==> src/verilog/wdtp_pkg.sv <==
// constants, types and register map of the watchdog with prescaler
// assumes an apb master on clk and a core that pulses its instructions
// What this block does
// - watchdog counts one of rc oscillator, crystal, or system clock over 4
// - with the watchdog option off, all watchdog actions do nothing
// - crystal source only usable in internal rc plus crystal mode
// - selected clock is first divided by 256 in eight fixed stages
// - low three setup bits pick an extra ratio of 1 to 2**n
// - setup bit 3 and high nibble are plain software flags
// - instruction clock source stops counting while halted
// - overflow while running gives chip reset and sets timeout flag
// - overflow while halted gives warm reset of pc and sp only
// - reset pin low, clear instruction or halt clears the whole chain
// - clear count one: single clear instruction alone clears the watchdog
// - clear count two: both paired clear instructions needed to clear
// - rc oscillator keeps running in halt unless disabled by option
// - halt stops the system clock; rc and crystal edges still reach the watchdog
// - external rc mode drives system clock over 4 on clock out pin
// - timeout flag bit 5 set by timeout, cleared by power-up, clear, halt
// - powerdown flag bit 4 set by halt, cleared by power-up or clear
package wdtp_pkg;

	localparam int         ADDR_W      = 12;
	localparam logic [7:0] IDX_SETUP   = 8'h09;
	localparam logic [7:0] IDX_STATUS  = 8'h0a;
	localparam logic [7:0] IDX_IRQ_STS = 8'h10;
	localparam logic [7:0] IDX_IRQ_EN  = 8'h11;
	localparam logic [7:0] IDX_IRQ_CLR = 8'h12;

	localparam logic [7:0] SETUP_RST   = 8'h07;
	localparam int         SEL_LSB     = 0;
	localparam int         SEL_W       = 3;
	localparam int         PDF_BIT     = 4;
	localparam int         TO_BIT      = 5;

	localparam int         NUM_EV      = 2;
	localparam int         EV_TIMEOUT  = 0;
	localparam int         EV_WARM     = 1;

	localparam int         FIX_STAGES  = 8;
	localparam int         SEL_MAX     = 7;
	localparam int         CNT_W       = FIX_STAGES + SEL_MAX;
	localparam int         INSTR_DIV   = 4;
	localparam int         DIV_W       = $clog2(INSTR_DIV);

	typedef enum logic [1:0] {
		SRC_RC    = 2'h0,
		SRC_RTC   = 2'h1,
		SRC_INSTR = 2'h2
	} wdtp_src_t;

	typedef enum logic [1:0] {
		OSC_EXT_RC     = 2'h0,
		OSC_XTAL       = 2'h1,
		OSC_INT_RC     = 2'h2,
		OSC_INT_RC_RTC = 2'h3
	} wdtp_osc_t;

	typedef enum logic {
		ST_RUN  = 1'b0,
		ST_HALT = 1'b1
	} wdtp_halt_t;

endpackage

==> src/verilog/wdtp_chain.sv <==
// fixed divide-by-256 stage and selectable prescaler as one counter
// assumes tick is a one-cycle pulse per source clock period
`timescale 1ns/10ps
`default_nettype none

module wdtp_chain
	import wdtp_pkg::*;
(
	input  wire logic             clk,
	input  wire logic             rst_n,
	input  wire logic             tick,
	input  wire logic             clr,
	input  wire logic [SEL_W-1:0] sel,
	output logic      [CNT_W-1:0] cnt,
	output logic                  ovf
);

	typedef struct packed {
		logic [CNT_W-1:0] cnt;
		logic             ovf;
	} wdtp_chain_t;

	wdtp_chain_t r;
	wdtp_chain_t n;
	logic [CNT_W-1:0] lim;

	// one counter instead of two keeps prescaler clear in step
	always_comb begin
		n = r;
		lim = '1;
		lim = lim >> (3'h7 - sel);
		n.ovf = 1'b0;
		if (clr) begin
			n.cnt = '0;
		end else if (tick) begin
			if (r.cnt >= lim) begin
				n.cnt = '0;
				n.ovf = 1'b1;
			end else begin
				n.cnt = r.cnt + 1'b1;
			end
		end
	end

	always_ff @(posedge clk or negedge rst_n) begin
		if (!rst_n) begin
			r <= '0;
		end else begin
			r <= n;
		end
	end

	assign cnt = r.cnt;
	assign ovf = r.ovf;

endmodule // wdtp_chain

`default_nettype wire

==> src/verilog/wdtp_watchdog.sv <==
// watchdog top: apb registers, source pick, halt control, reset outputs
// assumes core instructions arrive as one-cycle pulses on clk
`timescale 1ns/10ps
`default_nettype none

module wdtp_watchdog
	import wdtp_pkg::*;
#(
	parameter bit        WDT_EN     = 1'b1,
	parameter bit        WATCHDOG_RC_SOURCE_EN = 1'b1,
	parameter wdtp_src_t WDT_SRC    = SRC_RC,
	parameter wdtp_osc_t OSC_MODE   = OSC_INT_RC_RTC,
	parameter int        CLR_TIMES  = 1
)(
	input  wire logic              clk,
	input  wire logic              rst_n,
	input  wire logic              psel,
	input  wire logic              penable,
	input  wire logic              pwrite,
	input  wire logic [ADDR_W-1:0] paddr,
	input  wire logic [31:0]       pwdata,
	output logic      [31:0]       prdata,
	output logic                   pready,
	output logic                   pslverr,
	input  wire logic              rcOscPin,
	input  wire logic              rtcOscPin,
	input  wire logic              extResetPin_n,
	input  wire logic              singleKickInstr,
	input  wire logic              firstKickInstr,
	input  wire logic              secondKickInstr,
	input  wire logic              haltInstr,
	input  wire logic              wakeReq,
	output logic                   chipReset,
	output logic                   warmReset,
	output logic                   sysClkRun,
	output logic                   clockOutPinO,
	output logic                   clockOutPinOe,
	output logic                   timeoutFlag,
	output logic                   powerdownFlag,
	output logic                   irq
);

	localparam logic [ADDR_W-1:0] A_SETUP   = {2'h0, IDX_SETUP, 2'h0};
	localparam logic [ADDR_W-1:0] A_STATUS  = {2'h0, IDX_STATUS, 2'h0};
	localparam logic [ADDR_W-1:0] A_IRQ_STS = {2'h0, IDX_IRQ_STS, 2'h0};
	localparam logic [ADDR_W-1:0] A_IRQ_EN  = {2'h0, IDX_IRQ_EN, 2'h0};
	localparam logic [ADDR_W-1:0] A_IRQ_CLR = {2'h0, IDX_IRQ_CLR, 2'h0};

	typedef struct packed {
		logic [2:0]        rcSync;
		logic [2:0]        rtcSync;
		logic [1:0]        rstSync;
		logic [DIV_W-1:0]  instrDiv;
		logic [7:0]        setup;
		logic              to;
		logic              powerdown_flag;
		wdtp_halt_t        st;
		logic              firstSeen;
		logic              secondSeen;
		logic              chipRst;
		logic              warmRst;
		logic [NUM_EV-1:0] irqSts;
		logic [NUM_EV-1:0] irqEn;
		logic [31:0]       rdata;
		logic              slvErr;
	} wdtp_main_t;

	localparam wdtp_main_t R_RST = '{
		rcSync:     3'h0,
		rtcSync:    3'h0,
		rstSync:    2'h3,
		instrDiv:   '0,
		setup:      SETUP_RST,
		to:         1'b0,
		powerdown_flag:        1'b0,
		st:         ST_RUN,
		firstSeen:  1'b0,
		secondSeen: 1'b0,
		chipRst:    1'b0,
		warmRst:    1'b0,
		irqSts:     '0,
		irqEn:      '0,
		rdata:      32'h0,
		slvErr:     1'b0
	};

	wdtp_main_t r;
	wdtp_main_t n;

	logic             rcTick;
	logic             rtcTick;
	logic             instrTick;
	logic             wdtTick;
	logic             extRst;
	logic             kickDone;
	logic             haltGo;
	logic             chainClr;
	logic             chainOvf;
	logic [CNT_W-1:0] chainCnt;
	logic             apbSetup;
	logic             apbWr;
	logic [NUM_EV-1:0] evSet;

	// edges only after two flops; rc runs through halt by option
	assign rcTick    = WATCHDOG_RC_SOURCE_EN && r.rcSync[1] && !r.rcSync[2];
	assign rtcTick   = (OSC_MODE == OSC_INT_RC_RTC)
	                   && r.rtcSync[1] && !r.rtcSync[2];
	// system clock is stopped in halt, so this source goes quiet
	assign instrTick = (r.st == ST_RUN) && (&r.instrDiv);

	always_comb begin
		case (WDT_SRC)
			SRC_RC:    wdtTick = rcTick;
			SRC_RTC:   wdtTick = rtcTick;
			SRC_INSTR: wdtTick = instrTick;
			default:   wdtTick = 1'b0;
		endcase
	end

	assign extRst = !r.rstSync[1];
	assign haltGo = haltInstr && (r.st == ST_RUN);

	// paired clear accepts either order; a single-mode part ignores pairs
	always_comb begin
		if (!WDT_EN) begin
			kickDone = 1'b0;
		end else if (CLR_TIMES == 1) begin
			kickDone = singleKickInstr;
		end else begin
			kickDone = (r.firstSeen || firstKickInstr)
			           && (r.secondSeen || secondKickInstr);
		end
	end

	assign chainClr = extRst || kickDone || (WDT_EN && haltGo);

	wdtp_chain u_chain (
		.clk   (clk),
		.rst_n (rst_n),
		.tick  (wdtTick && WDT_EN),
		.clr   (chainClr),
		.sel   (r.setup[SEL_LSB +: SEL_W]),
		.cnt   (chainCnt),
		.ovf   (chainOvf)
	);

	assign apbSetup = psel && !penable;
	assign apbWr    = psel && penable && pwrite;

	always_comb begin
		n = r;
		evSet = '0;
		n.rcSync  = {r.rcSync[1:0], rcOscPin};
		n.rtcSync = {r.rtcSync[1:0], rtcOscPin};
		n.rstSync = {r.rstSync[0], extResetPin_n};
		n.chipRst = 1'b0;
		n.warmRst = 1'b0;
		if (r.st == ST_RUN) begin
			n.instrDiv = r.instrDiv + 1'b1;
		end

		// paired clear bookkeeping
		if (WDT_EN && CLR_TIMES == 2) begin
			if (kickDone) begin
				n.firstSeen  = 1'b0;
				n.secondSeen = 1'b0;
			end else begin
				n.firstSeen  = r.firstSeen || firstKickInstr;
				n.secondSeen = r.secondSeen || secondKickInstr;
			end
		end

		// register writes; status flags are not writable
		if (apbWr) begin
			case (paddr)
				A_SETUP:   n.setup = pwdata[7:0];
				A_IRQ_EN:  n.irqEn = pwdata[NUM_EV-1:0];
				A_IRQ_CLR: n.irqSts = r.irqSts & ~pwdata[NUM_EV-1:0];
				default:   n.setup = r.setup;
			endcase
		end

		// flag clears come before sets so that a set wins
		if (kickDone) begin
			n.to  = 1'b0;
			n.powerdown_flag = 1'b0;
		end

		case (r.st)
			ST_RUN: begin
				if (haltGo) begin
					n.st  = ST_HALT;
					n.powerdown_flag = 1'b1;
					n.to  = 1'b0;
				end
			end
			ST_HALT: begin
				if (wakeReq) begin
					n.st = ST_RUN;
				end
			end
			default: n.st = ST_RUN;
		endcase

		if (WDT_EN && chainOvf) begin
			n.to = 1'b1;
			if (r.st == ST_HALT) begin
				n.warmRst = 1'b1;
				n.st = ST_RUN;
				evSet[EV_WARM] = 1'b1;
			end else begin
				n.chipRst = 1'b1;
				n.setup = SETUP_RST;
				evSet[EV_TIMEOUT] = 1'b1;
			end
		end

		// pin reset reloads setup and leaves halt; flags stay
		if (extRst) begin
			n.setup = SETUP_RST;
			n.st = ST_RUN;
		end

		n.irqSts = n.irqSts | evSet;

		// read data latched in setup so prdata comes from a flop
		if (apbSetup) begin
			n.slvErr = 1'b0;
			case (paddr)
				A_SETUP:   n.rdata = {24'h0, r.setup};
				A_STATUS:  n.rdata = {26'h0, r.to, r.powerdown_flag, 4'h0};
				A_IRQ_STS: n.rdata = {{(32-NUM_EV){1'b0}}, r.irqSts};
				A_IRQ_EN:  n.rdata = {{(32-NUM_EV){1'b0}}, r.irqEn};
				A_IRQ_CLR: n.rdata = 32'h0;
				default: begin
					n.rdata  = 32'h0;
					n.slvErr = 1'b1;
				end
			endcase
		end
	end

	always_ff @(posedge clk or negedge rst_n) begin
		if (!rst_n) begin
			r <= R_RST;
		end else begin
			r <= n;
		end
	end

	assign prdata        = r.rdata;
	assign pready        = psel && penable;
	assign pslverr       = psel && penable && r.slvErr;
	assign chipReset     = r.chipRst;
	assign warmReset     = r.warmRst;
	assign sysClkRun     = (r.st == ST_RUN);
	assign clockOutPinOe = (OSC_MODE == OSC_EXT_RC);
	assign clockOutPinO  = clockOutPinOe && r.instrDiv[DIV_W-1];
	assign timeoutFlag   = r.to;
	assign powerdownFlag = r.powerdown_flag;
	assign irq           = |(r.irqSts & r.irqEn);
endmodule // wdtp_watchdog

`default_nettype wire

==> config.mk <==
export PLATFORM = sky130hd
export DESIGN_NAME = wdtp_watchdog
export DESIGN_NICKNAME = d
export VERILOG_FILES = /design/src/verilog/wdtp_pkg.sv /design/src/verilog/wdtp_chain.sv /design/src/verilog/wdtp_watchdog.sv
export SDC_FILE = /design/constraint.sdc
export NUM_CORES = 1
export LEC_CHECK = 0
export BUFFER_PORTS_ARGS = -buffer_cell sky130_fd_sc_hd__buf_2
export CAP_MARGIN = 5
export CORE_ASPECT_RATIO = 1.25
export CORE_MARGIN = 1.5
export CORE_UTILIZATION = 44
export DETAILED_ROUTE_END_ITERATION = 8
export PLACE_DENSITY = 0.76
export SLEW_MARGIN = 10
export SYNTH_ARGS = -nofsm -noshare
export SYNTH_HDL_FRONTEND = slang
export SYNTH_SLANG_ARGS = --single-unit
==> constraint.sdc <==
create_clock -name clk -period 2.9 [get_ports clk]
set_input_delay 0 -clock clk [delete_from_list [all_inputs] [get_ports clk]]
set_output_delay 0 -clock clk [all_outputs]
set_load 0.05 [all_outputs]
# Word level (Yosys, flattened, before mapping)
# Index checks and enable logic that the tools add are counted.
dict set report classes {
  add_sub_neg 2
  bitwise_logic 5
  reduce_logical 15
  n_mux 27
  n_shift 1
  n_eq_ne 5
  order_cmp 1
}
# cell count
set ops {}
lappend ops {{equality test 12 x 7 -> 1 bit (second input constant)} 3}
lappend ops {{2-to-1 mux 8 bit} 4}
lappend ops {{one-hot mux 8 bit (4 select lines)} 1}
lappend ops {{2-to-1 mux 15 bit} 2}
lappend ops {{equality test 12 x 6 -> 1 bit (second input constant)} 2}
lappend ops {{2-to-1 mux 16 bit} 1}
lappend ops {{adder 15 x 1 -> 15 bit (second input constant)} 1}
lappend ops {{greater-or-equal comparator 15 bit} 1}
lappend ops {{>> shifter 15 x 3 -> 15 bit (first input constant)} 1}
lappend ops {{2-to-1 mux 2 bit} 6}
lappend ops {{2-to-1 mux 1 bit} 9}
lappend ops {{2-to-1 mux 9 bit} 1}
lappend ops {{logical AND 1 bit} 6}
lappend ops {{OR reduction 5 bit} 1}
lappend ops {{bitwise AND 2 bit} 2}
lappend ops {{2-to-1 mux 4 bit} 1}
lappend ops {{zero test 1 bit} 3}
lappend ops {{2-to-1 mux 3 bit} 1}
lappend ops {{subtractor 3 bit (first input constant)} 1}
lappend ops {{logical OR 1 bit} 2}
lappend ops {{inverter 2 bit} 1}
lappend ops {{bitwise OR 2 bit} 1}
lappend ops {{one-hot mux 1 bit (2 select lines)} 1}
lappend ops {{AND reduction 2 bit} 1}
lappend ops {{3 further kinds} 3}
dict set report totals {
  ff_bits 71
  elab_cells 70
  in_bits 57
}

# Logic depth before layout (Yosys ltp)
# Gate-level depths: netlist of run 1.
dict set report depth {
  depth_word 7
  depth_mapped 9
  depth_no_buf 7
}

# Cells and area by module
# Synthesis of run 1 repeated with hierarchy kept, for this count alone.
dict set report unflattened {
  cells_unflattened 278
  area_unflattened_um2 2766.4
}
# module n_inst seq_area_each_um2 area_per_inst_um2 cells_per_inst
set by_module_without_submodules {}
lappend by_module_without_submodules {wdtp_watchdog 1 782.0 1645.3 154}
lappend by_module_without_submodules {wdtp_chain 1 400.4 1121.1 124}

# Worst setup path after synthesis of run 1
# No wires, ideal clock.
dict set report synth_path {
  kind {flip-flop to flip-flop}
  startpoint {reg r[46] (netlist bit)}
  endpoint {reg u_chain.r, in the netlist u_chain.cnt[1]}
  n_path_buf 2
  required_ns 2.778
  t_arrival_ns 2.151
  path_slack_ns 0.628
  stages_incl_launch_ff 9
  cell_sequence {dfstp_2 > clkbuf_1 > o21ai_0 > ha_1 > nand4_1 > or2_0 > o2111a_1 > buf_2 > a32o_1}
}
dict set report synth_via {
  elab_chain_cells 6
}
# element line
set synth_lines {}
lappend synth_lines {{from (decl)} wdtp_watchdog.sv:87} ;# wdtp_main_t r;
lappend synth_lines {{from (signal assigned)} wdtp_watchdog.sv:247} ;# r <= n;
lappend synth_lines {{subtractor 3 bit} wdtp_chain.sv:31} ;# lim = lim >> (3'h7 - sel);
lappend synth_lines {{>> shifter 15 x 3 -> 15 bit} wdtp_chain.sv:31}
lappend synth_lines {{greater-or-equal comparator 15 bit} wdtp_chain.sv:36} ;# if (r.cnt >= lim) begin
lappend synth_lines {{2-to-1 mux 15 bit} wdtp_chain.sv:36}
lappend synth_lines {{2-to-1 mux 16 bit} wdtp_chain.sv:35} ;# end else if (tick) begin
lappend synth_lines {{2-to-1 mux 15 bit} wdtp_chain.sv:33} ;# if (clr) begin
lappend synth_lines {{to (signal assigned)} wdtp_chain.sv:49} ;# r <= n;
lappend synth_lines {{to (decl)} wdtp_chain.sv:23} ;# wdtp_chain_t r;
# Every way passes these cells. The select of a mux whose other input is x is not followed.
# A chain may end at the register's enable or synchronous reset.

# Worst setup path in the final report of run 1
dict set report layout_path {
  startpoint {reg r[46] (netlist bit)}
  endpoint {reg u_chain.r, in the netlist u_chain.cnt[5]}
}
# The elaborated chain is that of the path after synthesis.

==> flow_summary_export.csv, run 1 <==
group,metric,value,unit
final_layout,final_cell_count_no_fill,390,
final_layout,num-nets-final,388,
yosys,synthCells,272,
final_layout,multi_input_area,1255,um2
routing,wl_per_cell,13.16,um
clock_network,cts_setup_buffers,0,
grt,grt_antenna_before_repair,0,
clock_network,cts_buffer_depth,2,
clock_network,cts-root-buf,"clkbuf_8",
worst_setup_path,worstPathArrival,2.58,ns
clock_network,insertion_delay,0.30,ns
final_layout,area_delta_synth_final,13.32,%
power,power.density,414.8,nW/um2
yosys,async_flop_share,100.0,%
sta,tightest_slew,1.034,ns
floorplan,core_area,5818,um2
yosys,ys_ff_latch,47,
worst_setup_path,crit_type,"flop to flop",
power,peakVddDrop,258.4,uV
routing,ant_nets,0,
final_layout,final_common_cell,"buf_2",
floorplan,die_w,72.53,um
power,p_leak,1.598,nW
clock_network,numClockSinks,47,
final_layout,fillers,555,
grt,grt_max_degree,48,
power,p_sw_share,28.12,%
final_layout,final_area,3013,um2
sta,finalSetupTns,0,ns
floorplan,boundaryPins,99,
clock_network,hold_buffers,15,
power,p_int,898.4,uW
routing,vias_per_cell,5.244,
floorplan,initial_utilization,45.70,%
floorplan,die_h,89.91,um
placement,place_congestion,0.8322,
worst_setup_path,startpoint_type,"flop",
floorplan,dieArea,6521,um2
floorplan,rows,31,
placement,io_buffers,45,
power,p_comb_share,14.5,%
sta,finalHoldViolCount,0,
clock_network,htreeDepth,2,
grt,track_usage,16.59,%
final_layout,layout_common_cells,"buf_2 (45), dfrtp_1 (42), nand2_1 (37)",
worst_setup_path,critPathRequiredTime,3.08,ns
clock_network,cts_tree,"built",
final_layout,n_antenna_cell,0,
final_layout,seq_area,1182,um2
grt,overflow,0,
run_status,status,"finished, final reports clean",
routing,first_pass_iters,4,
routing,drc,0,
power,p_clk_share,32.1,%
sta,clock.fmax,0.4165,GHz
placement,dpl.hpwl,3667,um
sta,relSlewSlack,31.05,%
placement,dp_cells,367,
yosys,synthFlopType,"dfrtp_1",
yosys,synth_edf_count,0,
sta,skew,0.01196,ns
sta,setup_viol,0,
grt,grt_pass1_vias,1926,
sta,rsz0062_at_grt,"no",
grt,grt_first_pass_wirelength,8576,um
hold_path,hold_path_class,"input pin to flop",
final_layout,drive_gt1_share,20.99,%
flow_run,max_cap_violations,0,
power,p_switching,351.4,uW
power,p_seq_share,53.4,%
yosys,synth_area,2659,um2
sta,timing.final.crit_period,2.401,ns
yosys,synth_top_area_cell,"dfrtp_1",
yosys,synth_top_area_share,39.53,%
yosys,synth-seq-area-share,44.47,%
sta,min_period_over_period,82.79,%
placement,placed_area,2771,um2
clock_network,ctsResizeCount,0,
power,power,1.250,mW
worst_setup_path,worstRegToRegCells,7,
sta,slew_violations,0,
routing,num_vias,2045,
yosys,yosys-top-cells-area,"dfrtp_1 (40%), buf_4 (9.6%), nand2_1 (5.2%)",
routing,drt_wl_total,5133,um
yosys,avgSynthCellArea,9.775,um2
clock_network,cts_buffers,5,
routing,drt_iter0_drc,45,
worst_setup_path,path_max_fanout,12,
worst_setup_path,endpoint_kind,"flop",
hold_path,hold_depth,3,
yosys,ys_types,49,
yosys,ys.warnings.count,0,
clock_network,clkSlewWorstSetupHoldPaths,0.09,ns
cell families after synthesis:
| family | synth area share, % |
|---|---|
| simple gates | 20.75 |
| fa+ha+maj | 3.765 |
| buf+inv | 11.86 |
| mux | 4.612 |
| xor+xnor | 2.635 |
| flops | 44.47 |
| compound gates | 11.77 |
| other cells | 0.1410 |
layout make-up:
class / count / area share [%]
Clock buffer: 7 / 2.865
Clock inverter: 1 / 0.1661
Inverter: 5 / 0.6229
Multi-Input combinational cell: 203 / 41.65
Sequential cell: 47 / 39.24
Tap cell: 66 / 2.741
Timing Repair Buffer: 61 / 12.71
per-layer routing:
layer,up-vias,GRT usage (%),wire length (um),part of all wire (%)
li1,1001,-,-,-
met1,970,20.15,2229,43
met2,63,27.22,2522,49
met3,11,4.036,247,4.8
met4,0,7.704,134,2.6
met5,-,0,0,0
sequential cells by signal, summed over array words and instances, names as in the netlist:
name,flops
powerdownFlag,1
chipReset,1
warmReset,1
timeoutFlag,1
r,16
n,3
prdata,8
u_chain.cnt,15
u_chain.ovf,1
synthesized netlist by cell type, types with 3 or more instances:
cell type / number
a21o_1: 3
a21oi_1: 4
a31oi_1: 9
and2_1: 4
and3_1: 9
buf_2: 3
buf_4: 34
clkbuf_1: 4
dfrtp_1: 42
dfstp_2: 5
ha_1: 8
inv_1: 5
mux2i_1: 10
nand2_1: 37
nand2b_1: 3
nand3_1: 10
nand3b_1: 4
nand4_1: 6
nor2_1: 11
nor2b_1: 3
o21ai_0: 15
xor2_1: 7
power groups by stage:
stage,Sequential [mW],Clock [mW],Combinational (mW)
2_1_floorplan,0.683,0,0.141
3_3_place_gp,0.680,0,0.163
3_5_place_dp,0.680,0,0.164
4_1_cts,0.667,0.416,0.182
5_1_grt,0.668,0.443,0.195
6_report,0.667,0.401,0.182
worst paths after layout:
path / from / endpoint / slack [ns]
worst max-delay path: r[46]$_DFF_PN1_ / u_chain.cnt[5]$_DFFE_PN0P_ / 0.50
worst min-delay path: paddr[5] / r[0]$_DFFE_PN0P_ / 0.04
worst max register to register: r[46]$_DFF_PN1_ / u_chain.cnt[5]$_DFFE_PN0P_ / 0.50
worst min register to register: n[60]$_DFF_PN0_ / n[61]$_DFF_PN0_ / 0.35
max in group asynchronous: rst_n / u_chain.ovf$_DFF_PN0_ / 1.84
min in group asynchronous: rst_n / prdata[4]$_DFFE_PN0P_ / 0.43
stage by stage:
stage / hold slack, ns / worst slack [ns] / utilization (%)
floorplan: -0.2956 / 0.6279 / -
global placement: 0.1082 / 0.5777 / 47.63
detailed placement: 0.1072 / 0.5232 / 47.63
CTS: 0.02788 / 0.4688 / 51.78
global route: 0.04806 / 0.2720 / 51.78
finish: 0.03633 / 0.4990 / 51.78
critical path, cell delays in order, from the launching register on:
cell,delay (ns)
dfstp_2,0.61
o21ai_0,0.11
ha_1,0.30
nand4_1,0.11
or2_0,0.28
o2111a_1,0.41
nand2_1,0.31
o21ai_0,0.15
No activity file was read; power rests on OpenSTA's default activity.
==> run 2: changes to the inputs <==
Clock period 2.9 ns to 2.5 ns, I/O delays scaled along.
==> run 2 against run 1 <==
- first-iteration DRC count is 110% higher
- clock skew is 0.0033 ns lower
- largest power group unchanged
- largest cell class unchanged
- non-clock buffer count stayed put
- worst hold slack worse by 0.0072 ns
==> flow_summary_export.csv, run 2 (synthesized netlist as in run 1, its figures left out) <==
group,metric,value,unit
grt,grt_first_pass_wirelength,8659,um
clock_network,cts_buffers,5,
power,p_switching,411.2,uW
clock_network,clkSlewWorstSetupHoldPaths,0.09,ns
worst_setup_path,worstPathArrival,2.40,ns
routing,wl_met2,2620,um
placement,dp_cells,367,
routing,topRoutingLayerUsed,"met4",
clock_network,cts_tree,"built",
final_layout,largest_reg_flops,16,
power,p_int,1.042,mW
sta,setup_ws,0.2758,ns
sta,whs,0.02911,ns
sta,slew_violations,0,
sta,skew,0.008664,ns
placement,io_buffers,45,
final_layout,regMostFlops,"r",
sta,relSlewSlack,30.91,%
routing,vias_per_cell,5.223,
sta,finalSetupTns,0,ns
final_layout,drive_gt1_share,21.60,%
worst_setup_path,worstRegToRegCells,7,
final_layout,postLayoutCoreUtil,51.85,%
routing,wl_met3,242,um
power,peakVddDrop,305.3,uV
worst_setup_path,worstReg2RegStart,"r[46]$_DFF_PN1_",
power,p_sw_share,28.29,%
power,p_comb_share,14.5,%
worst_setup_path,path_max_fanout,12,
final_layout,final_area,3017,um2
power,p_leak,1.599,nW
floorplan,dieArea,6521,um2
clock_network,cts_buffer_depth,2,
sta,rsz0062_at_grt,"no",
floorplan,boundaryPins,99,
grt,grt_antenna_before_repair,0,
sta,timing.final.crit_period,2.224,ns
final_layout,multi_input_area,1259,um2
worst_setup_path,crit_path_end,"u_chain.cnt[6]$_DFFE_PN0P_",
final_layout,num-nets-final,388,
floorplan,die_h,89.91,um
worst_setup_path,reg2reg_to,"u_chain.cnt[6]$_DFFE_PN0P_",
flow_run,max_cap_violations,0,
placement,dpl.hpwl,3645,um
grt,track_usage,16.68,%
clock_network,numClockSinks,47,
floorplan,initial_utilization,45.70,%
final_layout,fillers,542,
run_status,status,"finished, final reports clean",
placement,place_congestion,0.8332,
sta,clock.fmax,0.4496,GHz
floorplan,rows,31,
routing,drc,0,
final_layout,seq_area,1182,um2
hold_path,hold_path_class,"input pin to flop",
power,p_seq_share,53.2,%
worst_setup_path,endpoint_kind,"flop",
sta,tightest_slew,1.036,ns
worst_setup_path,startpoint_type,"flop",
final_layout,layout_common_cells,"buf_2 (45), dfrtp_1 (42), nand2_1 (36)",
floorplan,core_area,5818,um2
clock_network,cts-root-buf,"clkbuf_8",
clock_network,insertion_delay,0.30,ns
power,power.density,481.8,nW/um2
sta,setup_viol,0,
grt,overflow,0,
grt,grt_max_degree,48,
worst_setup_path,crit_start,"r[46]$_DFF_PN1_",
sta,min_period_over_period,88.97,%
routing,drt_iter0_drc,96,
clock_network,htreeDepth,2,
final_layout,final_cell_count_no_fill,390,
final_layout,final_common_cell,"buf_2",
sta,finalHoldViolCount,0,
routing,ant_nets,0,
routing,num_vias,2037,
grt,grt_pass1_vias,1921,
final_layout,area_delta_synth_final,13.46,%
routing,first_pass_iters,4,
power,p_clk_share,32.3,%
placement,placed_area,2771,um2
power,power,1.454,mW
worst_setup_path,crit_type,"flop to flop",
routing,wl_met1,2205,um
routing,drt_wl_total,5129,um
placement,pre_cts_slack,0.08474,ns
floorplan,die_w,72.53,um
worst_setup_path,r2r_slack,0.28,ns
routing,wl_per_cell,13.15,um
final_layout,n_antenna_cell,0,
worst_setup_path,critPathRequiredTime,2.68,ns
==> run 2: cell counts in the layout (fill, tap and decap cells not counted) <==
No cell type changed its count.
==> run 2: area by class of cell <==
type                    count  area share [%]
well taps                  66           2.737
repair buffers             61           12.69
multi-input cells         203           41.73
inverters                   5          0.6221
clock inverters             1          0.1659
flip-flops and latches     47           39.20
clock buffers               7           2.862
==> run 2: per-layer routing <==
layer | track usage (%) | vias up
met3 | 3.363 | 5
li1 | - | 1000
met2 | 28.67 | 55
met4 | 6.132 | 0
met5 | 0 | -
met1 | 20.23 | 977
==> run 2: critical path, stage by stage (launching register included) <==
cell	delay [ns]
dfstp_2	0.62
nand3_1	0.10
ha_1	0.31
nand4_1	0.12
or2_0	0.27
o2111a_2	0.37
a41oi_1	0.25
a31oi_1	0.06
==> run 2: power by group through the flow <==
stage | Combinational [mW] | Sequential (mW) | Clock (mW)
2_1_floorplan | 0.164 | 0.793 | 0
4_1_cts | 0.210 | 0.773 | 0.484
5_1_grt | 0.227 | 0.775 | 0.515
3_5_place_dp | 0.191 | 0.788 | 0
6_report | 0.211 | 0.773 | 0.469
3_3_place_gp | 0.189 | 0.788 | 0
==> run 2: timing repair <==
action | 4_1_cts | 5_1_grt
buffers inserted | 0 | 0
hold buffers | 15 | 0
setup endpoints to repair | 0 | 9
endpoints found under the hold margin | 56 | 0
gates resized for setup | 0 | 2
==> run 2: how the worst min path moves through the flow <==
stage                             start                  end  slack (ns)  depth (start not counted)
after floorplan                   rst_n  chipReset$_DFF_PN0_       -0.30                          0
after global placement    extResetPin_n      n[55]$_DFF_PN1_        0.11                          1
after detailed placement  extResetPin_n      n[55]$_DFF_PN1_        0.11                          1
after CTS                      paddr[5]     r[0]$_DFFE_PN0P_        0.02                          3
after global routing           paddr[5]     r[0]$_DFFE_PN0P_        0.05                          3
final                          paddr[5]     r[0]$_DFFE_PN0P_        0.03                          3
